===== src/occ_pkg.sv =====
// Overview of operation
// - the current clock source is a read-only three-bit field with seven source codes, code 100 being reserved.
// - software writes the requested clock source in the same encoding, reset from configuration straps.
// - software sets switch_request to ask for a switch and the device clears it when the switch is done.
// - with clock_config_lock set and clock_monitor_config high, clock and pll settings cannot be changed.
// - pin_mapping_lock is a writable bit whose set state activates the pin mapping lock.
// - the pll lock status reads one when the pll is locked, else zero.
// - clock_fail_flag is set when the fail safe clock monitor detects a failure.
// - software writing clock_fail_flag to one acts exactly as a real failure and raises the failure trap.
// - writes to the oscillator control register are taken only right after an unlock sequence.
// - with recover_on_interrupt set an interrupt clears ratio_enable, giving a 1:1 peripheral ratio.
// - peripheral_ratio sets the ratio while ratio_enable is one, and writes to it are ignored then.
// - a set of ratio_enable is ignored while peripheral_ratio is 000.
// - pll_input_divider divides the pll input by its code plus two, from 2 to 33.
// - rc_trim is a signed six-bit code that shifts the fast rc frequency.
// - the pll multiplier is pll_feedback_divider plus two, output is input times it over both dividers.
package occ_pkg;
    // ==========================================
    // register offsets
    localparam logic [3:0] OFS_OSC_CTRL = 4'h0;
    localparam logic [3:0] OFS_CLK_DIV  = 4'h1;
    localparam logic [3:0] OFS_PLL_FBD  = 4'h2;
    localparam logic [3:0] OFS_RC_TRIM  = 4'h3;
    localparam logic [3:0] OFS_UNLOCK   = 4'h4;
    localparam logic [3:0] OFS_IRQ_STAT = 4'h5;
    localparam logic [3:0] OFS_IRQ_MASK = 4'h6;
    localparam logic [3:0] OFS_FACTORS  = 4'h7;
    // ==========================================
    // unlock sequence keys
    localparam logic [15:0] KEY_FIRST  = 16'h0057;
    localparam logic [15:0] KEY_SECOND = 16'h00aa;
    // ==========================================
    // oscillator control fields
    localparam int CUR_LSB  = 12;
    localparam int REQ_LSB  = 8;
    localparam int CFGL_BIT = 7;
    localparam int PINL_BIT = 6;
    localparam int LOCK_BIT = 5;
    localparam int FAIL_BIT = 3;
    localparam int SWR_BIT  = 0;
    // ==========================================
    // clock divisor fields
    localparam int ROI_BIT  = 15;
    localparam int RAT_LSB  = 12;
    localparam int REN_BIT  = 11;
    localparam int RCP_LSB  = 8;
    localparam int POST_LSB = 6;
    localparam int PRE_LSB  = 0;
    // ==========================================
    // reset values, reserved codes and constants
    localparam logic [2:0] RATIO_RST = 3'h3;
    localparam logic [1:0] POST_RST  = 2'h1;
    localparam logic [8:0] FBD_RST   = 9'h030;
    localparam logic [2:0] RATIO_OFF = 3'h0;
    localparam logic [1:0] POST_RSVD = 2'h2;
    localparam logic [2:0] SRC_RSVD  = 3'h4;
    localparam logic [9:0] PLUS_TWO  = 10'h002;
    // ==========================================
    // interrupt status bits
    localparam int IRQ_FAIL = 0;
    localparam int IRQ_SWDN = 1;
    localparam int IRQ_W    = 2;
    // ==========================================
    // clock sources
    typedef enum logic [2:0] {
        SRC_FAST_RC        = 3'h0,
        SRC_FAST_RC_WITH_PLL = 3'h1,
        SRC_PRIMARY        = 3'h2,
        SRC_PRIMARY_PLL    = 3'h3,
        SRC_LOW_POWER_RC   = 3'h5,
        SRC_FAST_RC_DIV16  = 3'h6,
        SRC_FAST_RC_DIVN   = 3'h7
    } occ_src_t;
endpackage : occ_pkg


===== src/occ_top.sv =====
// Added by the designer: strobed register access and the register addresses.
`timescale 1ns/1ps
`default_nettype none
module occ_top (
    input  wire logic        clock,
    input  wire logic        resetn,
    input  wire logic [3:0]  addr,
    input  wire logic [15:0] wdata,
    input  wire logic        wr_stb,
    input  wire logic        rd_stb,
    output logic      [15:0] rdata,
    input  wire logic [2:0]  cfg_source,
    input  wire logic        clock_monitor_config,
    input  wire logic        pll_locked_in,
    input  wire logic        switch_done_in,
    input  wire logic        clock_fail_in,
    input  wire logic        cpu_irq_in,
    output logic      [2:0]  current_clock_source,
    output logic      [2:0]  switch_target,
    output logic             switch_go,
    output logic             pin_mapping_lock,
    output logic             clock_fail_trap,
    output logic      [2:0]  doze_ratio_out,
    output logic             ratio_enable,
    output logic      [2:0]  rc_postscaler,
    output logic      [6:0]  rc_post_factor,
    output logic      [5:0]  pll_n1,
    output logic      [3:0]  pll_n2,
    output logic      [9:0]  pll_m,
    output logic      [5:0]  rc_trim,
    output logic             irq
);
    // ==========================================
    // pin synchronisers
    typedef enum logic [1:0] {UL_IDLE, UL_KEY1, UL_OPEN} occ_ul_t;
    logic [4:0] sync1_reg, sync2_reg;
    always_ff @(posedge clock or negedge resetn) begin
        if (!resetn) begin
            sync1_reg <= 5'h00;
            sync2_reg <= 5'h00;
        end else begin
            sync1_reg <= {cpu_irq_in, clock_fail_in, switch_done_in, pll_locked_in, clock_monitor_config};
            sync2_reg <= sync1_reg;
        end
    end
    wire logic mon_cfg  = sync2_reg[0];
    wire logic pll_lk   = sync2_reg[1];
    wire logic sw_done  = sync2_reg[2];
    wire logic fail_det = sync2_reg[3];
    wire logic cpu_irq  = sync2_reg[4];
    // ==========================================
    // decode
    logic wr_osc, wr_div, wr_fbd, wr_trim, wr_ul, wr_st, wr_mk;
    always_comb begin
        wr_osc = 1'b0; wr_div = 1'b0; wr_fbd = 1'b0; wr_trim = 1'b0;
        wr_ul = 1'b0; wr_st = 1'b0; wr_mk = 1'b0;
        if (!wr_stb) begin
            wr_osc = 1'b0;
        end else if (addr == occ_pkg::OFS_OSC_CTRL) begin
            wr_osc = 1'b1;
        end else if (addr == occ_pkg::OFS_CLK_DIV) begin
            wr_div = 1'b1;
        end else if (addr == occ_pkg::OFS_PLL_FBD) begin
            wr_fbd = 1'b1;
        end else if (addr == occ_pkg::OFS_RC_TRIM) begin
            wr_trim = 1'b1;
        end else if (addr == occ_pkg::OFS_UNLOCK) begin
            wr_ul = 1'b1;
        end else if (addr == occ_pkg::OFS_IRQ_STAT) begin
            wr_st = 1'b1;
        end else if (addr == occ_pkg::OFS_IRQ_MASK) begin
            wr_mk = 1'b1;
        end
    end
    // ==========================================
    // unlock sequence
    occ_ul_t ul_reg;
    always_ff @(posedge clock or negedge resetn) begin
        if (!resetn) begin
            ul_reg <= UL_IDLE;
        end else begin
            case (ul_reg)
                UL_IDLE: if (wr_ul && wdata == occ_pkg::KEY_FIRST) ul_reg <= UL_KEY1;
                UL_KEY1: begin
                    if (wr_ul && wdata == occ_pkg::KEY_SECOND) ul_reg <= UL_OPEN;
                    else if (wr_stb || rd_stb) ul_reg <= UL_IDLE;
                end
                UL_OPEN: if (wr_stb || rd_stb) ul_reg <= UL_IDLE;
                default: ul_reg <= UL_IDLE;
            endcase
        end
    end
    logic pin_cfg_lock_reg;
    wire logic osc_ok  = wr_osc && ul_reg == UL_OPEN;
    wire logic cfg_lk  = pin_cfg_lock_reg && mon_cfg;
    // ==========================================
    // strap capture after reset release
    logic strap_done_reg;
    logic [2:0] req_reg;
    always_ff @(posedge clock or negedge resetn) begin
        if (!resetn) begin
            strap_done_reg <= 1'b0;
            req_reg        <= 3'h0;
        end else if (!strap_done_reg) begin
            strap_done_reg <= 1'b1;
            req_reg        <= cfg_source;
        end else if (osc_ok && !cfg_lk) begin
            req_reg <= wdata[occ_pkg::REQ_LSB +: 3];
        end
    end
    // ==========================================
    // oscillator control state
    logic swr_reg, cf_reg, lock_reg;
    wire logic sw_set = osc_ok && !cfg_lk && wdata[occ_pkg::SWR_BIT] && !swr_reg;
    always_ff @(posedge clock or negedge resetn) begin
        if (!resetn) begin
            swr_reg              <= 1'b0;
            current_clock_source <= 3'h0;
            switch_target        <= 3'h0;
            switch_go            <= 1'b0;
        end else begin
            switch_go <= sw_set;
            if (sw_set) begin
                swr_reg       <= 1'b1;
                switch_target <= wdata[occ_pkg::REQ_LSB +: 3];
            end else if (swr_reg && sw_done) begin
                swr_reg              <= 1'b0;
                current_clock_source <= switch_target;
            end
            if (!strap_done_reg) begin
                current_clock_source <= cfg_source;
                switch_target        <= cfg_source;
            end
        end
    end
    always_ff @(posedge clock or negedge resetn) begin
        if (!resetn) begin
            pin_cfg_lock_reg <= 1'b0;
            pin_mapping_lock <= 1'b0;
            lock_reg         <= 1'b0;
        end else begin
            lock_reg <= pll_lk;
            if (osc_ok) begin
                pin_mapping_lock <= wdata[occ_pkg::PINL_BIT];
                if (!cfg_lk) pin_cfg_lock_reg <= wdata[occ_pkg::CFGL_BIT];
            end
        end
    end
    wire logic sw_fail = osc_ok && wdata[occ_pkg::FAIL_BIT];
    always_ff @(posedge clock or negedge resetn) begin
        if (!resetn) begin
            cf_reg          <= 1'b0;
            clock_fail_trap <= 1'b0;
        end else begin
            clock_fail_trap <= (fail_det || sw_fail) && !cf_reg;
            if (fail_det || sw_fail) cf_reg <= 1'b1;
            else if (osc_ok) cf_reg <= 1'b0;
        end
    end
    // ==========================================
    // clock divisor
    logic roi_reg;
    logic [2:0] ratio_reg;
    logic [1:0] post_reg;
    logic [4:0] pre_reg;
    logic [8:0] fbd_reg;
    wire logic [2:0] w_ratio = ratio_enable ? ratio_reg : wdata[occ_pkg::RAT_LSB +: 3];
    always_ff @(posedge clock or negedge resetn) begin
        if (!resetn) begin
            roi_reg       <= 1'b0;
            ratio_reg     <= occ_pkg::RATIO_RST;
            ratio_enable  <= 1'b0;
            rc_postscaler <= 3'h0;
            post_reg      <= occ_pkg::POST_RST;
            pre_reg       <= 5'h00;
        end else begin
            if (wr_div) begin
                roi_reg   <= wdata[occ_pkg::ROI_BIT];
                ratio_reg <= w_ratio;
                ratio_enable <= wdata[occ_pkg::REN_BIT] && w_ratio != occ_pkg::RATIO_OFF;
                rc_postscaler <= wdata[occ_pkg::RCP_LSB +: 3];
                if (!cfg_lk) begin
                    if (wdata[occ_pkg::POST_LSB +: 2] != occ_pkg::POST_RSVD) post_reg <= wdata[occ_pkg::POST_LSB +: 2];
                    pre_reg <= wdata[occ_pkg::PRE_LSB +: 5];
                end
            end
            if (roi_reg && cpu_irq) ratio_enable <= 1'b0;
        end
    end
    always_ff @(posedge clock or negedge resetn) begin
        if (!resetn) begin
            fbd_reg <= occ_pkg::FBD_RST;
            rc_trim <= 6'h00;
        end else begin
            if (wr_fbd && !cfg_lk) fbd_reg <= wdata[8:0];
            if (wr_trim) rc_trim <= wdata[5:0];
        end
    end
    // ==========================================
    // derived factors
    always_ff @(posedge clock or negedge resetn) begin
        if (!resetn) begin
            doze_ratio_out <= 3'h0;
            pll_n1         <= 6'h02;
            pll_n2         <= 4'h4;
            pll_m          <= 10'h032;
            rc_post_factor <= 7'h01;
        end else begin
            doze_ratio_out <= ratio_enable ? ratio_reg : occ_pkg::RATIO_OFF;
            pll_n1         <= {1'b0, pre_reg} + 6'h02;
            pll_n2         <= {1'b0, post_reg, 1'b0} + 4'h2;
            pll_m          <= {1'b0, fbd_reg} + occ_pkg::PLUS_TWO;
            rc_post_factor <= 7'h01 << rc_postscaler;
        end
    end
    // ==========================================
    // interrupts
    logic [occ_pkg::IRQ_W-1:0] st_reg, mk_reg;
    wire logic [occ_pkg::IRQ_W-1:0] ev = {swr_reg && sw_done, fail_det || sw_fail};
    always_ff @(posedge clock or negedge resetn) begin
        if (!resetn) begin
            st_reg <= '0;
            mk_reg <= '0;
            irq    <= 1'b0;
        end else begin
            st_reg <= ev | (st_reg & ~(wr_st ? wdata[occ_pkg::IRQ_W-1:0] : '0));
            if (wr_mk) mk_reg <= wdata[occ_pkg::IRQ_W-1:0];
            irq <= |(st_reg & mk_reg);
        end
    end
    // ==========================================
    // read back
    logic [15:0] rd_next;
    always_comb begin
        rd_next = 16'h0000;
        if (addr == occ_pkg::OFS_OSC_CTRL) begin
            rd_next[occ_pkg::CUR_LSB +: 3] = current_clock_source;
            rd_next[occ_pkg::REQ_LSB +: 3] = req_reg;
            rd_next[occ_pkg::CFGL_BIT]     = pin_cfg_lock_reg;
            rd_next[occ_pkg::PINL_BIT]     = pin_mapping_lock;
            rd_next[occ_pkg::LOCK_BIT]     = lock_reg;
            rd_next[occ_pkg::FAIL_BIT]     = cf_reg;
            rd_next[occ_pkg::SWR_BIT]      = swr_reg;
        end else if (addr == occ_pkg::OFS_CLK_DIV) begin
            rd_next = {roi_reg, ratio_reg, ratio_enable, rc_postscaler, post_reg, 1'b0, pre_reg};
        end else if (addr == occ_pkg::OFS_PLL_FBD) begin
            rd_next = {7'h00, fbd_reg};
        end else if (addr == occ_pkg::OFS_RC_TRIM) begin
            rd_next = {10'h000, rc_trim};
        end else if (addr == occ_pkg::OFS_UNLOCK) begin
            rd_next = {14'h0000, ul_reg};
        end else if (addr == occ_pkg::OFS_IRQ_STAT) begin
            rd_next = {14'h0000, st_reg};
        end else if (addr == occ_pkg::OFS_IRQ_MASK) begin
            rd_next = {14'h0000, mk_reg};
        end else if (addr == occ_pkg::OFS_FACTORS) begin
            rd_next = {pll_m[5:0], pll_n2, pll_n1};
        end
    end
    always_ff @(posedge clock or negedge resetn) begin
        if (!resetn) rdata <= 16'h0000;
        else rdata <= rd_stb ? rd_next : 16'h0000;
    end
    // ==========================================
    // checks
    chk_switch_clear: assert property (@(posedge clock) disable iff (!resetn)
        swr_reg && sw_done && !sw_set |=> !swr_reg) else $error("switch request not cleared");
    chk_unlock_gate: assert property (@(posedge clock) disable iff (!resetn)
        wr_osc && ul_reg != UL_OPEN && strap_done_reg |=> $stable(req_reg)) else $error("locked write taken");
    chk_cfg_lock: assert property (@(posedge clock) disable iff (!resetn)
        cfg_lk && strap_done_reg |=> $stable(fbd_reg) && $stable(pre_reg)) else $error("locked pll changed");
    chk_roi_clear: assert property (@(posedge clock) disable iff (!resetn)
        roi_reg && cpu_irq |=> !ratio_enable) else $error("ratio not recovered");
    chk_ratio_hold: assert property (@(posedge clock) disable iff (!resetn)
        ratio_enable |=> $stable(ratio_reg)) else $error("ratio changed while enabled");
    chk_zero_ratio: assert property (@(posedge clock) disable iff (!resetn)
        ratio_enable |-> ratio_reg != occ_pkg::RATIO_OFF) else $error("enable with zero ratio");
    chk_fail_set: assert property (@(posedge clock) disable iff (!resetn)
        fail_det |=> cf_reg ##1 st_reg[occ_pkg::IRQ_FAIL]) else $error("fail flag missed");
    chk_sw_trap: assert property (@(posedge clock) disable iff (!resetn)
        sw_fail && !cf_reg |=> clock_fail_trap && cf_reg) else $error("trap not raised");
    chk_lock_stat: assert property (@(posedge clock) disable iff (!resetn)
        pll_lk |=> lock_reg) else $error("lock status wrong");
    chk_pll_mult: assert property (@(posedge clock) disable iff (!resetn)
        ##1 pll_m == {1'b0, $past(fbd_reg)} + occ_pkg::PLUS_TWO) else $error("multiplier wrong");
    cov_switch: cover property (@(posedge clock) sw_set ##[1:20] !swr_reg);
    cov_trap:   cover property (@(posedge clock) clock_fail_trap);
    cov_roi:    cover property (@(posedge clock) ratio_enable ##1 !ratio_enable);
endmodule : occ_top
`default_nettype wire


===== config.mk =====
export PLATFORM = sky130hd
export DESIGN_NAME = occ_top
export DESIGN_NICKNAME = d
export VERILOG_FILES = /design/src/occ_pkg.sv /design/src/occ_top.sv
export SDC_FILE = /design/constraint.sdc
export NUM_CORES = 1
export LEC_CHECK = 0
export ABC_AREA = 1
export BUFFER_PORTS_ARGS = -buffer_cell sky130_fd_sc_hd__buf_2
export CORE_ASPECT_RATIO = 1.25
export CORE_MARGIN = 8
export CORE_UTILIZATION = 38
export DETAILED_ROUTE_END_ITERATION = 12
export HOLD_SLACK_MARGIN = 0.12
export MAX_ROUTING_LAYER = met4
export PLACE_DENSITY = 0.62
export SLEW_MARGIN = 20
export SYNTH_ARGS = -nofsm -noshare
export SYNTH_HDL_FRONTEND = slang
export SYNTH_SLANG_ARGS = --single-unit

===== constraint.sdc =====
create_clock -name clock -period 3.5 [get_ports clock]
set_input_delay 0.35 -clock clock [delete_from_list [all_inputs] [get_ports clock]]
set_output_delay 0.35 -clock clock [all_outputs]
set_load 0.1 [all_outputs]

==> flow_metrics.env, run 1 <==
export IMPL_nets=609
export IMPL_p_leak_uw=0.00290
export IMPL_max_freq_ghz=0.586
export IMPL_avgSynthCellArea_um2=9.51
export IMPL_port_buffers=96
export IMPL_syn_num_nets=504
export IMPL_ir_drop_mv=0.295
export IMPL_initial_core_util=0.386
export IMPL_path_max_fanout=8
export IMPL_hold_violations=0
export IMPL_ctsHtreeMaxLevel=3
export IMPL_antenna_found_initial=0
export IMPL_finalCritPeriodShare=0.487
export IMPL_clock_sink_count=109
export IMPL_yosysSeqAreaShare=0.615
export IMPL_largest_register_ffs=16
export IMPL_syn_inst=469
export IMPL_cpPeakStageDelay_ns=0.51
export IMPL_ys_warn_count=0
export IMPL_rows=44
export IMPL_die_area_um2=15500
export IMPL_cp_start_kind="flip-flop"
export IMPL_grt_ovfl_total=0
export IMPL_grt_first_pass_wirelength_um=18600
export IMPL_die_x_um=113
export IMPL_place_hpwl_um=9010
export IMPL_drv_slew=0
export IMPL_worstPathCellList="buf_2"
export IMPL_ios=98
export IMPL_yosysTopAreaCellShare=0.550
export IMPL_routed_via_density=4.94
export IMPL_power_density_nw_per_um2=743
export IMPL_ys_seq_elements=109
export IMPL_arrival_ns=1.36
export IMPL_netlist_area_um2=4460
export IMPL_worst_pin_slew_ns=0.742
export IMPL_fin_crit_ns=1.71
export IMPL_grt_max_degree=82
export IMPL_grt_pass1_vias=3532
export IMPL_cts_resized_gates=0
export IMPL_firstDrtPassIters=5
export IMPL_tns_ns=0
export IMPL_areaGrowthSynthToFinish_pct=22.9
export IMPL_cts_setup_buffers=0
export IMPL_synth_distinct_cells=35
export IMPL_insertion_delay_ns=0.35
export IMPL_drtIter0Drc=209
export IMPL_diodes=0
export IMPL_numCtsBuffers=9
export IMPL_status="finished, final reports clean"
export IMPL_synth_top_area_cell="dfrtp_1"
export IMPL_die_height_um=137
export IMPL_path_class="flip-flop to output pin"
export IMPL_slew_headroom=0.505
export IMPL_track_usage=0.161
export IMPL_wl_per_cell_um=16.5
export IMPL_maxCapViolations=0
export IMPL_worstHoldPathType="input pin to flip-flop"
export IMPL_path_clk_slew_ns=0.07
export IMPL_rsz0062_at_grt="false"
export IMPL_crit_buf_inv=1
export IMPL_cts_tree="yes"
export IMPL_cts_buffer_depth=2
export IMPL_cp_slowest_cell="dfrtp_1"
export IMPL_num_vias=3541
export IMPL_finalSetupViolations=0
export IMPL_clock_skew_ns=0.00707
export IMPL_p_total_uw=4070
export IMPL_end_kind="output pin"
export IMPL_cp_data_required_time_ns=3.15
export IMPL_route_detailed_drc=0
export IMPL_gp_congestion=0.912
export IMPL_cts_root_buf="clkbuf_16"
export IMPL_synth_top_cells_by_area="dfrtp_1 55%, nand2_1 10%, dfstp_2 6.5%, inv_1 4.5%, o21ai_0 3.0%"
export IMPL_drt_wl_total_um=11800
export IMPL_core_um2=11600
export IMPL_critical_path_top_delay_family="flip-flops"
export IMPL_post_route_util=0.474
export IMPL_ant_nets=0
export IMPL_layout_drive_gt1_share=0.250
## cell usage after synthesis
library cell	count
xor2_1	8
buf_4	1
nor2_2	5
nand4_2	1
nand4_1	7
nor2_1	28
conb_1	2
o21ai_1	22
nand2_2	4
buf_6	2
dfstp_2	11
a31oi_1	3
ha_1	3
nand3_1	23
nand2_1	119
a21oi_1	14
buf_1	1
nand2_4	1
buf_2	5
inv_2	3
a22oi_1	1
inv_1	54
nor2_4	2
o211ai_1	2
clkbuf_1	1
a41oi_1	2
nor3_1	11
dfrtp_1	98
a211oi_1	1
or2_2	1
o21ai_0	27
nor2_8	1
o221ai_1	2
mux2_2	2
o211a_1	1
## power breakdown
| group | internal (uW) | leakage (uW) | switching (uW) |
|---|---|---|---|
| combinational | 191 | 0.00137 | 1100 |
| sequential | 1470 | 0.00136 | 148 |
| clock | 704 | 0.000168 | 465 |
## final cells by class
cell class | instances | area, um^2
fillers | 1095 | 6080
inverters | 57 | 214
clock inverters | 7 | 123
well taps | 138 | 173
clock buffers | 9 | 225
multi-input cells | 293 | 1440
flip-flops and latches | 109 | 2740
repair buffers | 104 | 562
## stage by stage
stage | hold WS (ns) | setup slack (ns) | std cells | area, um^2
final | 0.255 | 1.79 | 717 | 5480
after global routing | 0.251 | 1.75 | 717 | 5480
after global placement | 0.334 | 1.90 | 695 | 5070
after floorplan | 0.0544 | 1.87 | 469 | 4460
after CTS | 0.206 | 1.78 | 716 | 5470
after detailed placement | 0.335 | 1.85 | 695 | 5070
## layer usage
metal / up-vias / global-route usage / share of wire
li1: 1711 / - / -
met1: 1704 / 0.188 / 0.44
met2: 115 / 0.263 / 0.48
met3: 11 / 0.0446 / 0.068
met4: 0 / 0.0571 / 0.016
met5: - / - / 0
## path summary, 6_finish.rpt
check | startpoint | cells past startpoint | endpoint | slack, ns
max | rc_postscaler[0] | 1 | rc_postscaler[0] | 1.79
min | wdata[6] | 3 | post_reg[0] | 0.25
max reg2reg | pin_cfg_lock_reg | 7 | post_reg[1] | 1.99
min reg2reg | sync1_reg[1] | 0 | sync2_reg[1] | 0.35
max in group asynchronous | resetn | 3 | ratio_reg[1] | 2.10
min in group asynchronous | resetn | 2 | current_clock_source[1] | 0.59
## cell usage in the layout, fill, tap and decap left out, types with 3 or more instances in the layout
master / count
xor2_1: 8
ha_1: 3
inv_1: 54
nor3_1: 11
nand3_1: 23
o21ai_0: 27
clkbuf_16: 9
a31oi_1: 3
o21ai_1: 22
dfstp_2: 11
nor2_2: 5
inv_2: 3
dfrtp_1: 98
buf_2: 95
bufinv_16: 3
dlygate4sd3_1: 6
nand2_1: 119
nand2_2: 4
nand4_1: 7
a21oi_1: 14
nor2_1: 28
## logic make-up after synthesis
kind of cell	count (synthesis)	share of synthesized area
buffers and inverters	67	0.0620
muxes	2	0.00505
DFF	109	0.615
xor gates and xnor gates	8	0.0157
AOI/OAI and AO/OA	75	0.0918
and+or+nand+nor	203	0.201
other	2	0.00168
adders and majority gates	3	0.00842
## timing repair
item,4_1_cts,5_1_grt
endpoints found under the setup margin,0,0
hold buffers,5,1
hold endpoints to repair,5,43
(Power assumes the default switching activity.)
==> run 2: changes to the inputs <==
PLACE_DENSITY = 0.65   (was 0.62)
clock period = 1.4 ns   (was 3.5 ns; I/O delays follow)
==> run 2 against run 1 <==
  * Flip-flop and latch count unchanged
  * Sequential share of layout area decreased by 2.7 points
  * Sequential power increased to 2.5 times the previous value
  * Clock skew increased by 0.0017 ns
  * Global-route usage increased by 0.25 points
  * Non-clock buffer count increased by 27
  * Final area increased by 6.0%
  * Critical path depth unchanged
  * Power increased by 140%
  * Highest routed layer unchanged
  * Count of clock-buffer cells in the layout increased by 4
  * Setup slack got worse by 1.8 ns
  * Largest power group unchanged
==> flow_metrics.env, run 2 (synthesis gave the netlist of run 1 again) <==
export IMPL_crit_buf_inv=1
export IMPL_cts_root_buf="clkbuf_16"
export IMPL_firstDrtPassIters=4
export IMPL_cp_start_kind="flip-flop"
export IMPL_ir_drop_mv=0.632
export IMPL_gp_congestion=0.899
export IMPL_routed_via_density=4.97
export IMPL_die_height_um=137
export IMPL_num_vias=3699
export IMPL_ant_nets=0
export IMPL_core_um2=11600
export IMPL_worst_pin_slew_ns=0.523
export IMPL_drv_slew=0
export IMPL_critical_path_top_delay_family="buffers and inverters"
export IMPL_end_kind="output pin"
export IMPL_grt_ovfl_total=0
export IMPL_rsz0062_at_grt="true"
export IMPL_die_x_um=113
export IMPL_grt_first_pass_wirelength_um=19100
export IMPL_p_leak_uw=0.00304
export IMPL_cp_data_required_time_ns=1.26
export IMPL_final_cell_mix="115 x nand2_1, 92 x dfrtp_1, 87 x buf_2"
export IMPL_path_clk_slew_ns=0.07
export IMPL_drtIter0Drc=223
export IMPL_p_int_uw=5700
export IMPL_clock_sink_count=109
export IMPL_arrival_ns=1.23
export IMPL_grt_pass1_vias=3764
export IMPL_seq_power_share=0.408
export IMPL_drt_wl_total_um=11900
export IMPL_p_clk_frac=0.247
export IMPL_diodes=0
export IMPL_path_max_fanout=7
export IMPL_place_hpwl_um=9330
export IMPL_antenna_found_initial=0
export IMPL_finalSetupViolations=0
export IMPL_grt_max_degree=36
export IMPL_die_area_um2=15500
export IMPL_layout_drive_gt1_share=0.284
export IMPL_tns_ns=0
export IMPL_route_detailed_drc=0
export IMPL_worstHoldPathType="input pin to flip-flop"
export IMPL_areaGrowthSynthToFinish_pct=30.2
export IMPL_p_sw_frac=0.427
export IMPL_max_freq_ghz=0.730
export IMPL_power_density_nw_per_um2=1720
export IMPL_insertion_delay_ns=0.35
export IMPL_ios=98
export IMPL_numCtsBuffers=9
export IMPL_combPwrFrac=0.345
export IMPL_cts_tree="yes"
export IMPL_status="finished, final reports clean"
export IMPL_port_buffers=96
export IMPL_rows=44
export IMPL_p_sw_uw=4260
export IMPL_post_route_util=0.502
export IMPL_maxCapViolations=0
export IMPL_slew_headroom=0.654
export IMPL_ctsHtreeMaxLevel=3
export IMPL_fin_crit_ns=1.37
export IMPL_track_usage=0.164
export IMPL_path_class="flip-flop to output pin"
export IMPL_cpPeakStageDelay_ns=0.45
export IMPL_hold_violations=0
export IMPL_worstPathCellList="buf_2"
export IMPL_largest_register_ffs=16
export IMPL_nets=636
export IMPL_cts_buffer_depth=2
export IMPL_initial_core_util=0.386
export IMPL_clock_skew_ns=0.00880
export IMPL_final_common_cell="nand2_1"
export IMPL_cp_slowest_cell="buf_2"
export IMPL_finalCritPeriodShare=0.978
export IMPL_wl_per_cell_um=16.0
[run 2: cell types whose count changed in the layout (fill, tap and decap cells not counted), moves of 6 or more]
cell and delta:
buf_12 +9, buf_2 -8, buf_4 +16, dfrtp_1 -6, dfrtp_2 +6, dlygate4sd3_1 +10
[run 2: cell type report]
class,count,area (um^2)
inverter,57,214
clock buffer,13,270
sequential,109,2750
multi-input combinational,293,1460
fill,1082,5760
tap,138,173
clock inverter,3,18.8
timing repair buffer,131,918
[run 2: power by group through the flow]
stage,clock (uW),sequential (uW),combinational [uW]
detailed placement,0,4120,3410
CTS,2530,4060,3460
floorplan,0,6100,521
global route,2640,4120,3600
finish,2460,4060,3430
global placement,0,4110,3390
[run 2: final timing paths]
path                                  startpoint                to  slack (ns)  cells after the start
worst max-delay path            rc_postscaler[1]  rc_postscaler[1]        0.03                      1
worst min-delay path                    wdata[8]        fbd_reg[8]        0.13                      3
worst max register to register         ul_reg[0]  switch_target[2]        0.07                      7
worst min register to register      sync1_reg[2]      sync2_reg[2]        0.34                      0
max in group asynchronous                 resetn        fbd_reg[5]        0.54                      3
min in group asynchronous                 resetn          rdata[8]        0.26                      2
[run 2: per-layer routing]
metal,up-vias,wire length [um],track usage
met2,146,5720,0.262
met5,-,0,-
met3,19,774,0.0283
met4,0,302,0.0794
li1,1774,-,-
met1,1760,5120,0.198
[run 2: what timing repair did]
| action | CTS | global route |
|---|---|---|
| endpoints found under the hold margin | 103 | 0 |
| gates resized for setup | 1 | 7 |
| setup endpoints to repair | 1 | 7 |
| hold buffers | 16 | 0 |
| buffers inserted | 0 | 2 |
| pin swaps | 0 | 2 |
[run 2: metrics by stage]
| step | cells | setup slack [ns] | power [uW] | area [um^2] | hold WS [ns] |
|---|---|---|---|---|---|
| final | 744 | 0.0309 | 9960 | 5810 | 0.133 |
| after detailed placement | 710 | 0.0245 | 7530 | 5320 | 0.103 |
| after CTS | 742 | 0.00142 | 10100 | 5770 | 0.134 |
| after global routing | 744 | -0.0331 | 10400 | 5810 | 0.162 |
| after global placement | 710 | 0.0997 | 7490 | 5320 | 0.0969 |
| after floorplan | 469 | 0.0544 | 6620 | 4470 | -0.156 |
